**src/rtl/lke_params.svh**
```systemverilog
// Constants for the legacy keyboard emulation block
// Notes on behaviour
// - Strap pin high makes emulation available
// - Registers at 100h, 104h, 108h, 10Ch
// - Config mode bit qualifies port interception
// - Mode low: intercept regardless of base
// - Mode high: intercept only when base 60h
// - Registers reachable via memory and I/O
// - Enabled: ports 60h/64h map to registers
// - Read 64h returns status, no side effect
// - Write 60h: store, full=1, cmd flag=0
// - Write 64h: store, full=1, cmd flag=1
// - Read 60h returns output, clears output-full unless software writes status in the same cycle
// - Input buffer holds last port byte
// - Enable bit activates port decode and interrupts
// - Output full raises keyboard or mouse interrupt
// - Input full holds emulation interrupt active
// - Pending and output empty raise emulation interrupt
`ifndef LKE_PARAMS_SVH
`define LKE_PARAMS_SVH

// Register offsets in the memory window
`define LKE_OFS_CONTROL     12'h100
`define LKE_OFS_INPUT       12'h104
`define LKE_OFS_OUTPUT      12'h108
`define LKE_OFS_STATUS      12'h10c

// Legacy keyboard ports and required companion base
`define LKE_PORT_DATA       16'h0060
`define LKE_PORT_CMD        16'h0064
`define LKE_IO_BASE_REQ     16'h0060

// Control field positions
`define LKE_CTL_EMU_ON      0
`define LKE_CTL_EMU_IRQ     1
`define LKE_CTL_CHAR_PEND   2
`define LKE_CTL_IRQ_ALLOW   3

// Status field positions
`define LKE_ST_OBF          0
`define LKE_ST_IBF          1
`define LKE_ST_CMD_DATA     3
`define LKE_ST_AUX          5

// Reset values
`define LKE_RST_BYTE        8'h00
`define LKE_RST_STATUS      8'h00

`endif

```
**src/rtl/lke_pkg.sv**
```systemverilog
// Types for the legacy keyboard emulation block
`include "lke_params.svh"

package lke_pkg;

  // Register selected by a window offset
  typedef enum logic [4:0] {
    LKE_SEL_NONE = 5'b00001,
    LKE_SEL_CTRL = 5'b00010,
    LKE_SEL_IN   = 5'b00100,
    LKE_SEL_OUT  = 5'b01000,
    LKE_SEL_STAT = 5'b10000
  } lke_sel_e;

  // State of the top module, apart from the strap synchroniser flops
  typedef struct packed {
    logic        emulation_on;
    logic        character_pending_a;
    logic        legacy_irq_allow;
    logic [7:0]  input_byte;
    logic [7:0]  output_byte;
    logic [7:0]  status;
    logic        mem_ack;
    logic [31:0] mem_rdata;
    logic        io_ack;
    logic        io_claim;
    logic [31:0] io_rdata;
    logic        keyboard_interrupt;
    logic        mouse_interrupt;
    logic        emulation_irq;
  } lke_state_s;

  // Map a window offset onto a register; unmapped gives none
  function automatic lke_sel_e lke_sel_of(input logic [11:0] ofs);
    lke_sel_e sel;
    sel = LKE_SEL_NONE;
    if (ofs == `LKE_OFS_CONTROL) sel = LKE_SEL_CTRL;
    if (ofs == `LKE_OFS_INPUT)   sel = LKE_SEL_IN;
    if (ofs == `LKE_OFS_OUTPUT)  sel = LKE_SEL_OUT;
    if (ofs == `LKE_OFS_STATUS)  sel = LKE_SEL_STAT;
    return sel;
  endfunction : lke_sel_of

endpackage : lke_pkg

```
**src/rtl/lke_sync.sv**
```systemverilog
// Two-stage synchroniser for the legacy strap pin
`timescale 1ns/10ps
`default_nettype none

module lke_sync (
  // Clock and reset
  input  wire logic clk_i,
  input  wire logic reset_i,
  input  wire logic ce_i,
  // Asynchronous level in, synchronised level out
  input  wire logic async_i,
  output logic      sync_o
);

  logic meta_ff;
  logic sync_ff;

  // First stage feeds only the second stage
  always_ff @(posedge clk_i) begin
    if (reset_i) begin
      meta_ff <= 1'b0;
      sync_ff <= 1'b0;
    end else if (ce_i) begin
      meta_ff <= async_i;
      sync_ff <= meta_ff;
    end
  end

  assign sync_o = sync_ff;

endmodule : lke_sync

`default_nettype wire

```
**src/rtl/lke_decode.sv**
```systemverilog
// I/O address decode: legacy ports and the register window in I/O space
`timescale 1ns/10ps
`default_nettype none

`include "lke_params.svh"

module lke_decode (
  // I/O address and qualifiers
  input  wire logic        [15:0] io_addr_i,
  input  wire logic        [15:0] io_base_i,
  input  wire logic               legc_mode_i,
  input  wire logic               avail_i,
  input  wire logic               emu_on_i,
  // Decode results
  output logic                    hit_data_o,
  output logic                    hit_cmd_o,
  output lke_pkg::lke_sel_e       win_sel_o
);

  logic [15:0] rel_addr;
  logic        base_ok;
  logic        port_en;

  // Mode low ignores the companion base; mode high waits for 60h
  assign base_ok = legc_mode_i ? (io_base_i == `LKE_IO_BASE_REQ) : 1'b1;
  assign port_en = avail_i & emu_on_i & base_ok;
  assign hit_data_o = port_en & (io_addr_i == `LKE_PORT_DATA);
  assign hit_cmd_o  = port_en & (io_addr_i == `LKE_PORT_CMD);

  // Register window also sits in I/O space, relative to the companion base
  assign rel_addr  = io_addr_i - io_base_i;
  assign win_sel_o = (avail_i && rel_addr[15:12] == 4'h0) ? lke_pkg::lke_sel_of(rel_addr[11:0])
                                                          : lke_pkg::LKE_SEL_NONE;

endmodule : lke_decode

`default_nettype wire

```
**src/rtl/lke_top.sv**
```systemverilog
// Legacy keyboard and mouse emulation registers and port interception
`timescale 1ns/10ps
`default_nettype none

`include "lke_params.svh"

module lke_top (
  // Clock, reset and clock enable
  input  wire logic        clk_i,
  input  wire logic        reset_i,
  input  wire logic        ce_i,
  // Strap pin and configuration inputs
  input  wire logic        legacy_strap_i,
  input  wire logic        legc_mode_i,
  input  wire logic [15:0] io_base_i,
  // Memory window access from the host controller driver
  input  wire logic        mem_req_i,
  input  wire logic        mem_we_i,
  input  wire logic [11:0] mem_addr_i,
  input  wire logic [31:0] mem_wdata_i,
  output logic             mem_ack_o,
  output logic      [31:0] mem_rdata_o,
  // I/O space access
  input  wire logic        io_req_i,
  input  wire logic        io_we_i,
  input  wire logic [15:0] io_addr_i,
  input  wire logic [31:0] io_wdata_i,
  output logic             io_ack_o,
  output logic             io_claim_o,
  output logic      [31:0] io_rdata_o,
  // Interrupt lines
  output logic             keyboard_interrupt_o,
  output logic             mouse_interrupt_o,
  output logic             emulation_irq_o
);

  lke_pkg::lke_state_s st_ff;
  lke_pkg::lke_state_s nxt_st;

  logic              avail;
  logic              hit_data;
  logic              hit_cmd;
  lke_pkg::lke_sel_e io_sel;
  lke_pkg::lke_sel_e mem_sel;

  // Strap comes from a pin, so it is synchronised first
  lke_sync u_strap_sync (
    .clk_i   (clk_i),
    .reset_i (reset_i),
    .ce_i    (ce_i),
    .async_i (legacy_strap_i),
    .sync_o  (avail)
  );

  // Port and window decode for the I/O side
  lke_decode u_decode (
    .io_addr_i   (io_addr_i),
    .io_base_i   (io_base_i),
    .legc_mode_i (legc_mode_i),
    .avail_i     (avail),
    .emu_on_i    (st_ff.emulation_on),
    .hit_data_o  (hit_data),
    .hit_cmd_o   (hit_cmd),
    .win_sel_o   (io_sel)
  );

  // Memory window decode; strap low hides the whole set
  assign mem_sel = avail ? lke_pkg::lke_sel_of(mem_addr_i) : lke_pkg::LKE_SEL_NONE;

  // Read value of one register; reserved bits are zero
  function automatic logic [31:0] reg_read(input lke_pkg::lke_state_s s, input lke_pkg::lke_sel_e sel);
    logic [31:0] v;
    logic        emu_irq;
    v = 32'h0000_0000;
    emu_irq = s.emulation_on & (s.status[`LKE_ST_IBF] | (s.character_pending_a & ~s.status[`LKE_ST_OBF]));
    unique case (sel)
      lke_pkg::LKE_SEL_NONE: v = 32'h0000_0000;
      lke_pkg::LKE_SEL_CTRL: begin
        v[`LKE_CTL_EMU_ON]    = s.emulation_on;
        v[`LKE_CTL_EMU_IRQ]   = emu_irq;
        v[`LKE_CTL_CHAR_PEND] = s.character_pending_a;
        v[`LKE_CTL_IRQ_ALLOW] = s.legacy_irq_allow;
      end
      lke_pkg::LKE_SEL_IN:   v[7:0] = s.input_byte;
      lke_pkg::LKE_SEL_OUT:  v[7:0] = s.output_byte;
      lke_pkg::LKE_SEL_STAT: v[7:0] = s.status;
    endcase
    return v;
  endfunction : reg_read

  // Software write of one register; only the low byte fields exist
  function automatic lke_pkg::lke_state_s reg_write(input lke_pkg::lke_state_s s, input lke_pkg::lke_sel_e sel,
                                                    input logic [31:0] d);
    lke_pkg::lke_state_s r;
    r = s;
    unique case (sel)
      lke_pkg::LKE_SEL_NONE: r = s;
      lke_pkg::LKE_SEL_CTRL: begin
        // The emulation interrupt bit is derived, so it takes no write
        r.emulation_on        = d[`LKE_CTL_EMU_ON];
        r.character_pending_a = d[`LKE_CTL_CHAR_PEND];
        r.legacy_irq_allow    = d[`LKE_CTL_IRQ_ALLOW];
      end
      lke_pkg::LKE_SEL_IN:   r.input_byte  = d[7:0];
      lke_pkg::LKE_SEL_OUT:  r.output_byte = d[7:0];
      lke_pkg::LKE_SEL_STAT: r.status      = d[7:0];
    endcase
    return r;
  endfunction : reg_write

  // Next-state logic: memory side first, then I/O side effects on top
  always_comb begin
    logic sw_status_wr;
    sw_status_wr = 1'b0;
    nxt_st = st_ff;
    nxt_st.mem_ack   = 1'b0;
    nxt_st.io_ack    = 1'b0;
    nxt_st.io_claim  = 1'b0;
    nxt_st.io_rdata  = 32'h0000_0000;

    // Memory window; unmapped offsets read zero and drop writes
    if (mem_req_i) begin
      nxt_st.mem_ack   = 1'b1;
      nxt_st.mem_rdata = reg_read(st_ff, mem_sel);
      if (mem_we_i) begin
        nxt_st = reg_write(nxt_st, mem_sel, mem_wdata_i);
        sw_status_wr = (mem_sel == lke_pkg::LKE_SEL_STAT);
      end
    end

    // I/O space: every request is answered, claim tells if it was ours
    if (io_req_i) begin
      nxt_st.io_ack = 1'b1;
      if (io_sel != lke_pkg::LKE_SEL_NONE) begin
        nxt_st.io_claim = 1'b1;
        // Writes return zero data, the same as the legacy ports
        if (io_we_i) begin
          nxt_st = reg_write(nxt_st, io_sel, io_wdata_i);
          sw_status_wr = sw_status_wr | (io_sel == lke_pkg::LKE_SEL_STAT);
        end else begin
          nxt_st.io_rdata = reg_read(st_ff, io_sel);
        end
      end else if (hit_data) begin
        nxt_st.io_claim = 1'b1;
        if (io_we_i) begin
          // Hardware set of the full flag wins over a same-cycle software clear
          nxt_st.input_byte                = io_wdata_i[7:0];
          nxt_st.status[`LKE_ST_IBF]       = 1'b1;
          nxt_st.status[`LKE_ST_CMD_DATA]  = 1'b0;
        end else begin
          nxt_st.io_rdata[7:0] = st_ff.output_byte;
          // A software set in the same cycle is kept rather than lost
          if (!sw_status_wr) begin
            nxt_st.status[`LKE_ST_OBF] = 1'b0;
          end
        end
      end else if (hit_cmd) begin
        nxt_st.io_claim = 1'b1;
        if (io_we_i) begin
          nxt_st.input_byte                = io_wdata_i[7:0];
          nxt_st.status[`LKE_ST_IBF]       = 1'b1;
          nxt_st.status[`LKE_ST_CMD_DATA]  = 1'b1;
        end else begin
          nxt_st.io_rdata[7:0] = st_ff.status;
        end
      end
    end

    // Interrupt lines follow the settled next state, so they are registered
    nxt_st.keyboard_interrupt = avail & nxt_st.emulation_on & nxt_st.legacy_irq_allow &
                                nxt_st.status[`LKE_ST_OBF] & ~nxt_st.status[`LKE_ST_AUX];
    nxt_st.mouse_interrupt    = avail & nxt_st.emulation_on & nxt_st.legacy_irq_allow &
                                nxt_st.status[`LKE_ST_OBF] & nxt_st.status[`LKE_ST_AUX];
    nxt_st.emulation_irq      = avail & nxt_st.emulation_on &
                                (nxt_st.status[`LKE_ST_IBF] |
                                 (nxt_st.character_pending_a & ~nxt_st.status[`LKE_ST_OBF]));
  end

  // State register; clock enable low freezes everything
  always_ff @(posedge clk_i) begin
    if (reset_i) begin
      st_ff <= '{emulation_on: 1'b0, character_pending_a: 1'b0, legacy_irq_allow: 1'b0,
                 input_byte: `LKE_RST_BYTE, output_byte: `LKE_RST_BYTE, status: `LKE_RST_STATUS,
                 mem_ack: 1'b0, mem_rdata: 32'h0000_0000, io_ack: 1'b0, io_claim: 1'b0,
                 io_rdata: 32'h0000_0000, keyboard_interrupt: 1'b0, mouse_interrupt: 1'b0,
                 emulation_irq: 1'b0};
    end else if (ce_i) begin
      st_ff <= nxt_st;
    end
  end

  // Outputs straight from the state register
  assign mem_ack_o            = st_ff.mem_ack;
  assign mem_rdata_o          = st_ff.mem_rdata;
  assign io_ack_o             = st_ff.io_ack;
  assign io_claim_o           = st_ff.io_claim;
  assign io_rdata_o           = st_ff.io_rdata;
  assign keyboard_interrupt_o = st_ff.keyboard_interrupt;
  assign mouse_interrupt_o    = st_ff.mouse_interrupt;
  assign emulation_irq_o      = st_ff.emulation_irq;

endmodule : lke_top

`default_nettype wire

```
**config.mk**
```make
export PLATFORM = sky130hd
export DESIGN_NAME = lke_top
export DESIGN_NICKNAME = d
export VERILOG_FILES = /design/src/rtl/lke_pkg.sv /design/src/rtl/lke_sync.sv /design/src/rtl/lke_decode.sv /design/src/rtl/lke_top.sv
export VERILOG_INCLUDE_DIRS = /design/src /design/src/rtl
export SDC_FILE = /design/constraint.sdc
export NUM_CORES = 1
export LEC_CHECK = 0
export ABC_CLOCK_PERIOD_IN_PS = 8050
export BUFFER_PORTS_ARGS = -buffer_cell sky130_fd_sc_hd__buf_4
export CORE_MARGIN = 2
export CORE_UTILIZATION = 55
export CTS_CLUSTER_DIAMETER = 120
export CTS_CLUSTER_SIZE = 16
export DETAILED_ROUTE_END_ITERATION = 7
export PLACE_DENSITY = 0.88
export SETUP_SLACK_MARGIN = 0.2
export SLEW_MARGIN = 20
export SYNTH_ARGS = -nofsm -noshare
export SYNTH_HDL_FRONTEND = slang
export SYNTH_SLANG_ARGS = --single-unit
```
**constraint.sdc**
```tcl
create_clock -name clk_i -period 8.05 [get_ports clk_i]
set_input_delay 1.61 -clock clk_i [delete_from_list [all_inputs] [get_ports clk_i]]
set_output_delay 1.61 -clock clk_i [all_outputs]
set_load 0.01 [all_outputs]
```
==> flow_metrics.env, run 1 <==
export IMPL_clock_power_share=0.254
export IMPL_cp_start_kind="input port"
export IMPL_port_buffers=90
export IMPL_cts_hold_fix_buffers=0
export IMPL_row_count=35
export IMPL_syn_inst=672
export IMPL_die_w_microns=100
export IMPL_max_slew_margin=0.492
export IMPL_ff2ff_path_depth=9
export IMPL_grt_pass1_vias=4614
export IMPL_netlist_area_leader_share=0.201
export IMPL_cts_sinks=51
export IMPL_synth_main_ff_cell="dfxtp_1"
export IMPL_slew_viol_final=0
export IMPL_r2r_end="keyboard_interrupt_o$_SDFFE_PP0P_"
export IMPL_async_flop_share=0
export IMPL_layout_nets=856
export IMPL_ys_warn_count=0
export IMPL_grt_ovfl_total=0
export IMPL_critPathRequiredTime_ns=8.31
export IMPL_crit_end="st_ff[86]$_SDFFE_PP0P_"
export IMPL_io_pins=187
export IMPL_routabilityCongestion=0.969
export IMPL_drc_errors=0
export IMPL_internal_power_w=0.000395
export IMPL_timing_worst_slew_pin_value_ns=0.760
export IMPL_reg2reg_from="u_strap_sync.sync_o$_SDFFE_PP0P_"
export IMPL_ys_types=70
export IMPL_grt_pass1_wl_mm=23.1
export IMPL_drtIter0Drc=534
export IMPL_ys_seq_area_frac=0.201
export IMPL_synth_area_leaders="dfxtp_1 20%, buf_4 9.5%, mux2i_1 8.1%, nor2_1 5.2%, a21oi_1 3.8%"
export IMPL_antenna_found_initial=0
export IMPL_fmax_mhz=208
export IMPL_final_hold_viol_count=0
export IMPL_hpwl_mm=11.1
export IMPL_start_util=0.557
export IMPL_cts_repair_resize_count=0
export IMPL_detail_route_wl_per_cell_microns=17.5
export IMPL_hp_class="reg -> reg"
export IMPL_fin_area_sq_mm=0.00557
export IMPL_synth_edff_count=0
export IMPL_vias=5290
export IMPL_antenna_cells=0
export IMPL_path_clk_slew_ns=0.10
export IMPL_ff2ff_setup_slack_ns=4.88
export IMPL_synth_top_area_cell="dfxtp_1"
export IMPL_grt_max_degree=59
export IMPL_avgSynthCellArea_sq_um=7.55
export IMPL_switching_share=0.356
export IMPL_clock_path_buffers=2
export IMPL_min_period_ns=4.81
export IMPL_die_area_sq_mm=0.0100
export IMPL_end_kind="register"
export IMPL_rsz0062_at_grt="false"
export IMPL_worst_skew_pair_late_latency_ns=0.32
export IMPL_ys_seq_elements=51
export IMPL_layout_drive_gt1_share=0.175
export IMPL_synthesis_area_sq_mm=0.00507
export IMPL_hold_ws_ns=0.451
export IMPL_wl_mm=14.7
export IMPL_cts_buffers=5
export IMPL_placed_area_sq_mm=0.00548
export IMPL_p_per_area_mw_per_mm2=110
export IMPL_syn2layout_area_growth_pct=9.72
export IMPL_core_sq_mm=0.00911
export IMPL_grt_usage=0.283
export IMPL_dr_pass1_iters=5
export IMPL_status="finished clean"
export IMPL_setup_tns_ns=0
export IMPL_vias_per_cell=6.33
export IMPL_irDropWorstVdd_mv=0.0627
export IMPL_setup_viol_count_final=0
export IMPL_p_sw_w=0.000218
export IMPL_cts_tree="yes"
export IMPL_startpoint="io_base_i[8]"
export IMPL_cts_setup_buffers=0
export IMPL_timing_final_crit_share=0.598
export IMPL_crit_fanout=10
export IMPL_cts_htree_levels=2
export IMPL_path_class="in -> reg"
export IMPL_worstPathArrival_ns=5.08
export IMPL_fin_skew_ns=0.0111
export IMPL_clock_root_buffer="clkbuf_8"
export IMPL_die_y_microns=100
export IMPL_comb_power_share=0.330
export IMPL_drv_cap=0
export IMPL_power_leakage_nw=2.24
export IMPL_power_frac_seq=0.416
export IMPL_ant_nets=0
-- power by group through the flow --
| stage | sequential (W) | combinational, W | clock, W |
|---|---|---|---|
| floorplan | 0.000260 | 0.000153 | 0 |
| global placement | 0.000261 | 0.000190 | 0 |
| detailed placement | 0.000261 | 0.000196 | 0 |
| CTS | 0.000255 | 0.000196 | 0.000158 |
| global route | 0.000255 | 0.000218 | 0.000167 |
| finish | 0.000255 | 0.000202 | 0.000156 |
-- cell usage after synthesis, drive strengths merged, types with 5 or more instances --
cell / n
o21a: 13
nor2: 70
clkbuf: 16
nor2b: 10
o21ai: 22
nand2b: 21
ha: 15
buf: 80
and2: 6
mux2i: 42
nor4: 10
nand3: 17
nand4: 10
a21oi: 39
nand2: 45
nor3: 18
o22ai: 13
dfxtp: 51
a31oi: 11
o32ai: 5
inv: 33
or3: 8
mux2: 12
and3: 6
a211oi: 7
a22o: 10
o21bai: 7
o211ai: 10
nand3b: 5
-- routing by layer --
metal	wire, microns	vias up	global-route usage
met5	0	-	0
met4	337	0	0.0769
li1	-	2453	-
met1	6180	2455	0.414
met2	6470	340	0.428
met3	1680	42	0.0522
-- sequential cells by signal (all words and copies together), names as in the netlist --
| name | cells |
|---|---|
| u_strap_sync.meta_ff | 1 |
| u_strap_sync.sync_o | 1 |
| emulation_irq_o | 1 |
| mem_ack_o | 1 |
| mem_rdata_o | 8 |
| io_ack_o | 1 |
| io_rdata_o | 8 |
| keyboard_interrupt_o | 1 |
| st_ff | 27 |
| io_claim_o | 1 |
| mouse_interrupt_o | 1 |
-- layout make-up --
cell class                 instances  area, sq um
clock buffer                       5         68.8
fill                             807         3540
timing repair buffer              94          706
multi-input combinational        539         3490
sequential                        51         1020
tap                              111          139
clock inverter                     3         20.0
inverter                          33          124
-- critical path: stages --
cell       delay [ns]
buf_4            0.08
inv_1            0.04
ha_1             0.41
a21oi_1          0.35
o21ai_0          0.23
a2111oi_0        0.46
nand4_1          0.16
nor4b_1          0.49
nand4_1          0.16
nor4_1           0.36
mux2i_1          0.54
o21a_1           0.18
-- cell usage in the layout, fill, tap and decap left out, types with 18 or more instances in the layout --
cell      Yosys  layout
mux2i_1      41      41
a21oi_1      39      39
nand2_1      45      45
conb_1        1      48
nor3_1       18      18
nor2_1       70      70
dfxtp_1      51      51
inv_1        33      33
nand2b_1     21      21
buf_4        64      94
-- cells by family after synthesis --
| logic type | after synthesis | synth area share |
|---|---|---|
| buffers and inverters | 129 | 0.146 |
| xor gates and xnor gates | 4 | 0.00691 |
| AOI/OAI and AO/OA | 171 | 0.230 |
| DFF | 51 | 0.201 |
| adders and majority gates | 15 | 0.0370 |
| muxes | 58 | 0.130 |
| other | 1 | 0.000739 |
| and+or+nand+nor | 243 | 0.249 |
-- through the flow --
| step | instances | total power, W | setup slack, ns | utilization |
|---|---|---|---|---|
| floorplan | 719 | 0.000413 | 3.84 | - |
| global placement | 828 | 0.000451 | 3.14 | 0.601 |
| detailed placement | 828 | 0.000456 | 3.11 | 0.601 |
| CTS | 836 | 0.000609 | 3.42 | 0.611 |
| global route | 836 | 0.000640 | 3.10 | 0.611 |
| finish | 836 | 0.000613 | 3.24 | 0.611 |
-- worst min-delay path by stage --
stage                                       from                                 to  depth (start not counted)
6_report       keyboard_interrupt_o$_SDFFE_PP0P_  keyboard_interrupt_o$_SDFFE_PP0P_                          2
5_1_grt        keyboard_interrupt_o$_SDFFE_PP0P_  keyboard_interrupt_o$_SDFFE_PP0P_                          2
4_1_cts        keyboard_interrupt_o$_SDFFE_PP0P_  keyboard_interrupt_o$_SDFFE_PP0P_                          2
3_5_place_dp   keyboard_interrupt_o$_SDFFE_PP0P_  keyboard_interrupt_o$_SDFFE_PP0P_                          2
3_3_place_gp   keyboard_interrupt_o$_SDFFE_PP0P_  keyboard_interrupt_o$_SDFFE_PP0P_                          2
2_1_floorplan        mem_rdata_o[0]$_SDFFE_PP0P_        mem_rdata_o[0]$_SDFFE_PP0P_                          2
Note: power is estimated with default switching activity, not from simulation.
==> run 2: changes to the inputs <==
--- a/config.mk
+++ b/config.mk
@@ -6,14 +6,14 @@
 export SDC_FILE = /design/constraint.sdc
 export NUM_CORES = 1
 export LEC_CHECK = 0
-export ABC_CLOCK_PERIOD_IN_PS = 8050
+export ABC_CLOCK_PERIOD_IN_PS = 4550
 export BUFFER_PORTS_ARGS = -buffer_cell sky130_fd_sc_hd__buf_4
 export CORE_MARGIN = 2
-export CORE_UTILIZATION = 55
+export CORE_UTILIZATION = 51
 export CTS_CLUSTER_DIAMETER = 120
 export CTS_CLUSTER_SIZE = 16
 export DETAILED_ROUTE_END_ITERATION = 7
-export PLACE_DENSITY = 0.88
+export PLACE_DENSITY = 0.82
 export SETUP_SLACK_MARGIN = 0.2
 export SLEW_MARGIN = 20
 export SYNTH_ARGS = -nofsm -noshare
==> constraint.sdc (replaced) <==
create_clock -name clk_i -period 4.55 [get_ports clk_i]
set_input_delay 0.91 -clock clk_i [delete_from_list [all_inputs] [get_ports clk_i]]
set_output_delay 0.91 -clock clk_i [all_outputs]
set_load 0.01 [all_outputs]
==> flow_metrics.env, run 2 (synthesis gave the netlist of run 1 again) <==
export IMPL_fillerInstances=898
export IMPL_setup_tns_ns=0
export IMPL_crit_fanout=14
export IMPL_largest_register="st_ff"
export IMPL_dr_pass1_iters=5
export IMPL_routabilityCongestion=0.993
export IMPL_min_period_ns=4.04
export IMPL_io_pins=187
export IMPL_cts_hold_fix_buffers=0
export IMPL_internal_power_w=0.000754
export IMPL_drtIter0Drc=640
export IMPL_syn2layout_area_growth_pct=11.1
export IMPL_final_hold_viol_count=0
export IMPL_die_w_microns=104
export IMPL_clock_path_buffers=2
export IMPL_vias_per_cell=6.00
export IMPL_timing_final_crit_share=0.888
export IMPL_cts_buffers=5
export IMPL_max_slew_margin=0.437
export IMPL_fin_skew_ns=0.0101
export IMPL_detail_route_wl_per_cell_microns=17.4
export IMPL_cp_slowest_cell="ha_1"
export IMPL_ff2ff_setup_slack_ns=1.28
export IMPL_hp_class="reg -> reg"
export IMPL_path_class="in -> reg"
export IMPL_cpPeakStageDelay_ns=0.45
export IMPL_grt_pass1_vias=4777
export IMPL_cts_htree_levels=2
export IMPL_power_frac_seq=0.402
export IMPL_cts_repair_resize_count=0
export IMPL_antenna_found_initial=0
export IMPL_grt_pass1_wl_mm=24.1
export IMPL_cts_tree="yes"
export IMPL_ant_nets=0
export IMPL_end_kind="register"
export IMPL_status="finished clean"
export IMPL_r2r_end="st_ff[75]$_SDFFE_PP0P_"
export IMPL_final_util=0.579
export IMPL_die_area_sq_mm=0.0108
export IMPL_timing_worst_slew_pin_value_ns=0.833
export IMPL_slew_viol_final=0
export IMPL_comb_power_share=0.324
export IMPL_start_util=0.521
export IMPL_reg2reg_from="u_strap_sync.sync_o$_SDFFE_PP0P_"
export IMPL_clock_root_buffer="clkbuf_8"
export IMPL_grt_usage=0.268
export IMPL_critPathRequiredTime_ns=4.77
export IMPL_crit_chain="buf_4 > inv_1 > ha_1 > a211o_1 > a21oi_1 > nand4_1 > and2_1 > a211oi_1 > a21o_1 > nor2_1 > buf_4 > or3_1 > o211ai_1"
export IMPL_startpoint="io_base_i[7]"
export IMPL_grt_max_degree=59
export IMPL_path_common_cell="buf_4"
export IMPL_irDropWorstVdd_mv=0.137
export IMPL_p_per_area_mw_per_mm2=199
export IMPL_cts_sinks=51
export IMPL_largest_reg_flops=27
export IMPL_mostFrequentLayoutCells="98 x buf_4, 70 x nor2_1, 51 x dfxtp_1"
export IMPL_setup_viol_count_final=0
export IMPL_antenna_cells=0
export IMPL_drc_errors=0
export IMPL_rsz0062_at_grt="false"
export IMPL_ff2ff_path_depth=9
export IMPL_worst_skew_pair_late_latency_ns=0.30
export IMPL_port_buffers=90
export IMPL_path_clk_slew_ns=0.09
export IMPL_drv_cap=0
export IMPL_vias=5169
export IMPL_wl_mm=15.0
export IMPL_row_count=36
export IMPL_clock_power_share=0.274
export IMPL_hpwl_mm=11.5
export IMPL_layout_nets=860
export IMPL_die_y_microns=104
export IMPL_cp_start_kind="input port"
export IMPL_switching_share=0.328
export IMPL_worstPathArrival_ns=4.26
export IMPL_p_sw_w=0.000368
export IMPL_grt_ovfl_total=0
export IMPL_fmax_mhz=248
export IMPL_core_sq_mm=0.00973
export IMPL_crit_end="io_rdata_o[4]$_SDFFE_PP0P_"
export IMPL_layout_drive_gt1_share=0.177
export IMPL_cts_setup_buffers=0
export IMPL_final_common_cell="buf_4"
export IMPL_power_leakage_nw=2.27
[run 2: power groups by stage]
stage | sequential [W] | clock [W] | combinational (W)
floorplan | 0.000461 | 0 | 0.000271
global route | 0.000451 | 0.000328 | 0.000393
detailed placement | 0.000461 | 0 | 0.000352
finish | 0.000451 | 0.000308 | 0.000364
CTS | 0.000451 | 0.000312 | 0.000354
global placement | 0.000461 | 0 | 0.000342
[run 2: final cells by class]
class / instances / area, sq um / area share
clock buffer: 6 / 72.6 / 0.0129
clock inverter: 1 / 30.0 / 0.00533
inverter: 33 / 124 / 0.0220
multi-input combinational: 539 / 3490 / 0.619
sequential: 51 / 1020 / 0.181
tap: 133 / 166 / 0.0295
timing repair buffer: 98 / 736 / 0.131
[run 2: worst min path at each step]
stage / slack (ns) / from / cells past startpoint / endpoint
5_1_grt: 0.49 / mem_rdata_o[2]$_SDFFE_PP0P_ / 2 / mem_rdata_o[2]$_SDFFE_PP0P_
4_1_cts: 0.47 / mouse_interrupt_o$_SDFFE_PP0P_ / 2 / mouse_interrupt_o$_SDFFE_PP0P_
3_3_place_gp: 0.44 / keyboard_interrupt_o$_SDFFE_PP0P_ / 2 / keyboard_interrupt_o$_SDFFE_PP0P_
3_5_place_dp: 0.45 / mouse_interrupt_o$_SDFFE_PP0P_ / 2 / mouse_interrupt_o$_SDFFE_PP0P_
6_report: 0.47 / mouse_interrupt_o$_SDFFE_PP0P_ / 2 / mouse_interrupt_o$_SDFFE_PP0P_
2_1_floorplan: 0.43 / mem_rdata_o[0]$_SDFFE_PP0P_ / 2 / mem_rdata_o[0]$_SDFFE_PP0P_
[run 2: layer usage]
metal | up-vias | global-route usage | routed length (microns)
met1 | 2384 | 0.382 | 6400
met2 | 304 | 0.425 | 6770
met3 | 28 | 0.0359 | 1520
met5 | - | 0 | 0
met4 | 0 | 0.0714 | 317
li1 | 2453 | - | -
[run 2: worst max-delay path: cells and delay by family]
| family | cells | cell delay [ns] |
|---|---|---|
| compound gates | 5 | 1.62 |
| fa+ha+maj | 1 | 0.45 |
| buf+inv | 3 | 0.32 |
| simple gates | 4 | 0.93 |
[run 2: through the flow]
step	std cells	hold slack [ns]	setup slack (ns)	area (sq um)	total power, W
floorplan	719	0.432	1.04	5250	0.000732
global placement	854	0.441	0.360	5530	0.000803
detailed placement	854	0.453	0.282	5530	0.000813
CTS	861	0.466	0.583	5640	0.00112
global route	861	0.492	0.356	5640	0.00117
finish	861	0.472	0.510	5640	0.00112
==> run 3: changes to the inputs <==
--- a/config.mk
+++ b/config.mk
@@ -9,11 +9,11 @@
 export ABC_CLOCK_PERIOD_IN_PS = 4550
 export BUFFER_PORTS_ARGS = -buffer_cell sky130_fd_sc_hd__buf_4
 export CORE_MARGIN = 2
-export CORE_UTILIZATION = 51
+export CORE_UTILIZATION = 50
 export CTS_CLUSTER_DIAMETER = 120
 export CTS_CLUSTER_SIZE = 16
 export DETAILED_ROUTE_END_ITERATION = 7
-export PLACE_DENSITY = 0.82
+export PLACE_DENSITY = 0.81
 export SETUP_SLACK_MARGIN = 0.2
 export SLEW_MARGIN = 20
 export SYNTH_ARGS = -nofsm -noshare
==> flow_metrics.env, run 3 (synthesis gave the netlist of run 1 again) <==
export IMPL_status="finished clean"
export IMPL_cts_sinks=51
export IMPL_worst_skew_pair_late_latency_ns=0.31
export IMPL_dr_pass1_iters=5
export IMPL_port_buffers=90
export IMPL_layout_nets=862
export IMPL_fin_ws_ns=0.634
export IMPL_grt_pass1_vias=4656
export IMPL_layout_drive_gt1_share=0.178
export IMPL_grt_max_degree=59
export IMPL_die_w_microns=105
export IMPL_final_hold_viol_count=0
export IMPL_syn2layout_area_growth_pct=10.8
export IMPL_final_common_cell="buf_4"
export IMPL_mostFrequentLayoutCells="100 x buf_4, 70 x nor2_1, 51 x dfxtp_1"
export IMPL_antenna_found_initial=0
export IMPL_critPathRequiredTime_ns=4.73
export IMPL_startpoint="io_base_i[8]"
export IMPL_largest_reg_flops=27
export IMPL_fin_skew_ns=0.00995
export IMPL_die_area_sq_mm=0.0110
export IMPL_cts_htree_levels=2
export IMPL_max_slew_margin=0.494
export IMPL_row_count=36
export IMPL_grt_pass1_wl_mm=22.8
export IMPL_end_kind="register"
export IMPL_seq_area_sq_mm=0.00102
export IMPL_vias_per_cell=6.00
export IMPL_ff2ff_path_depth=11
export IMPL_ff2ff_setup_slack_ns=1.29
export IMPL_rsz0062_at_grt="false"
export IMPL_timing_final_crit_share=0.861
export IMPL_fillerInstances=914
export IMPL_worstPathArrival_ns=4.09
export IMPL_cts_repair_resize_count=0
export IMPL_hp_class="reg -> reg"
export IMPL_crit_fanout=10
export IMPL_cts_hold_fix_buffers=0
export IMPL_die_y_microns=105
export IMPL_final_cells=862
export IMPL_setup_viol_count_final=0
export IMPL_grt_usage=0.248
export IMPL_p_per_area_mw_per_mm2=188
export IMPL_largest_register="st_ff"
export IMPL_ant_nets=0
export IMPL_grt_ovfl_total=0
export IMPL_cp_start_kind="input port"
export IMPL_power_leakage_nw=2.27
export IMPL_min_period_ns=3.92
export IMPL_fmax_mhz=255
export IMPL_hpwl_mm=11.1
export IMPL_start_util=0.517
export IMPL_cts_tree="yes"
export IMPL_hold_ws_ns=0.451
export IMPL_path_clk_slew_ns=0.09
export IMPL_drc_errors=0
export IMPL_routabilityCongestion=0.940
export IMPL_path_class="in -> reg"
export IMPL_core_sq_mm=0.00982
export IMPL_vias=5175
export IMPL_reg2reg_from="u_strap_sync.sync_o$_SDFFE_PP0P_"
export IMPL_pre_cts_slack_ns=0.431
export IMPL_clock_path_buffers=2
export IMPL_antenna_cells=0
export IMPL_r2r_end="io_rdata_o[3]$_SDFFE_PP0P_"
export IMPL_setup_tns_ns=0
export IMPL_multiInputGateArea_sq_mm=0.00349
export IMPL_io_pins=187
export IMPL_crit_end="io_rdata_o[3]$_SDFFE_PP0P_"
export IMPL_dp_cells=856
export IMPL_timing_worst_slew_pin_value_ns=0.749
export IMPL_drv_cap=0
export IMPL_detail_route_wl_per_cell_microns=16.5
export IMPL_cts_buffers=5
export IMPL_wl_mm=14.2
export IMPL_drtIter0Drc=643
export IMPL_cts_setup_buffers=0
export IMPL_slew_viol_final=0
export IMPL_irDropWorstVdd_mv=0.101
export IMPL_clock_root_buffer="clkbuf_8"
run 3: changes by cell type in the layout (fill, tap and decap cells not counted):
cell       previous run  this run
bufinv_16             1         0
buf_4                98       100
run 3: how the worst min path moves through the flow:
stage                                 startpoint  depth (start not counted)  slack, ns                           endpoint
2_1_floorplan        mem_rdata_o[0]$_SDFFE_PP0P_                          2       0.43        mem_rdata_o[0]$_SDFFE_PP0P_
6_report       keyboard_interrupt_o$_SDFFE_PP0P_                          2       0.45  keyboard_interrupt_o$_SDFFE_PP0P_
3_5_place_dp   keyboard_interrupt_o$_SDFFE_PP0P_                          2       0.44  keyboard_interrupt_o$_SDFFE_PP0P_
4_1_cts        keyboard_interrupt_o$_SDFFE_PP0P_                          2       0.45  keyboard_interrupt_o$_SDFFE_PP0P_
3_3_place_gp   keyboard_interrupt_o$_SDFFE_PP0P_                          2       0.44  keyboard_interrupt_o$_SDFFE_PP0P_
5_1_grt             emulation_irq_o$_SDFFE_PP0P_                          2       0.47       emulation_irq_o$_SDFFE_PP0P_
run 3: final cells by class:
type                            count  share of cell area
Tap cell                          133              0.0296
Timing Repair Buffer              100               0.134
Clock buffer                        6              0.0129
Multi-Input combinational cell    539               0.620
Sequential cell                    51               0.182
Inverter                           33              0.0220
run 3: where the power goes:
group          leakage (nW)  switching (W)  internal [W]
Combinational          1.82       0.000212      0.000145
Clock                0.0371       0.000144      0.000103
Sequential            0.411     0.00000177      0.000448
run 3: routing by layer:
metal,vias up,wire length [microns],global-route usage
met5,-,0,0
met1,2405,6130,0.353
li1,2451,-,-
met3,32,1460,0.0306
met4,0,307,0.0743
met2,287,6340,0.391
run 3: worst max-delay path, stage by stage:
cell and delay [ns]:
buf_4 0.08, inv_1 0.03, ha_1 0.42, nand2_1 0.16, a21oi_1 0.10, a2111oi_0 0.48, nand4b_1 0.18, nor4_1 0.39
nand3b_1 0.26, nor2_1 0.45, buf_4 0.27, mux2i_1 0.25, o32ai_1 0.10
run 3: metrics by stage:
step / area [sq um] / total power, W / utilization
3_5_place_dp: 5550 / 0.000808 / 0.565
3_3_place_gp: 5550 / 0.000800 / 0.565
6_report: 5620 / 0.00105 / 0.573
2_1_floorplan: 5250 / 0.000732 / -
5_1_grt: 5620 / 0.00111 / 0.573
4_1_cts: 5620 / 0.00105 / 0.573
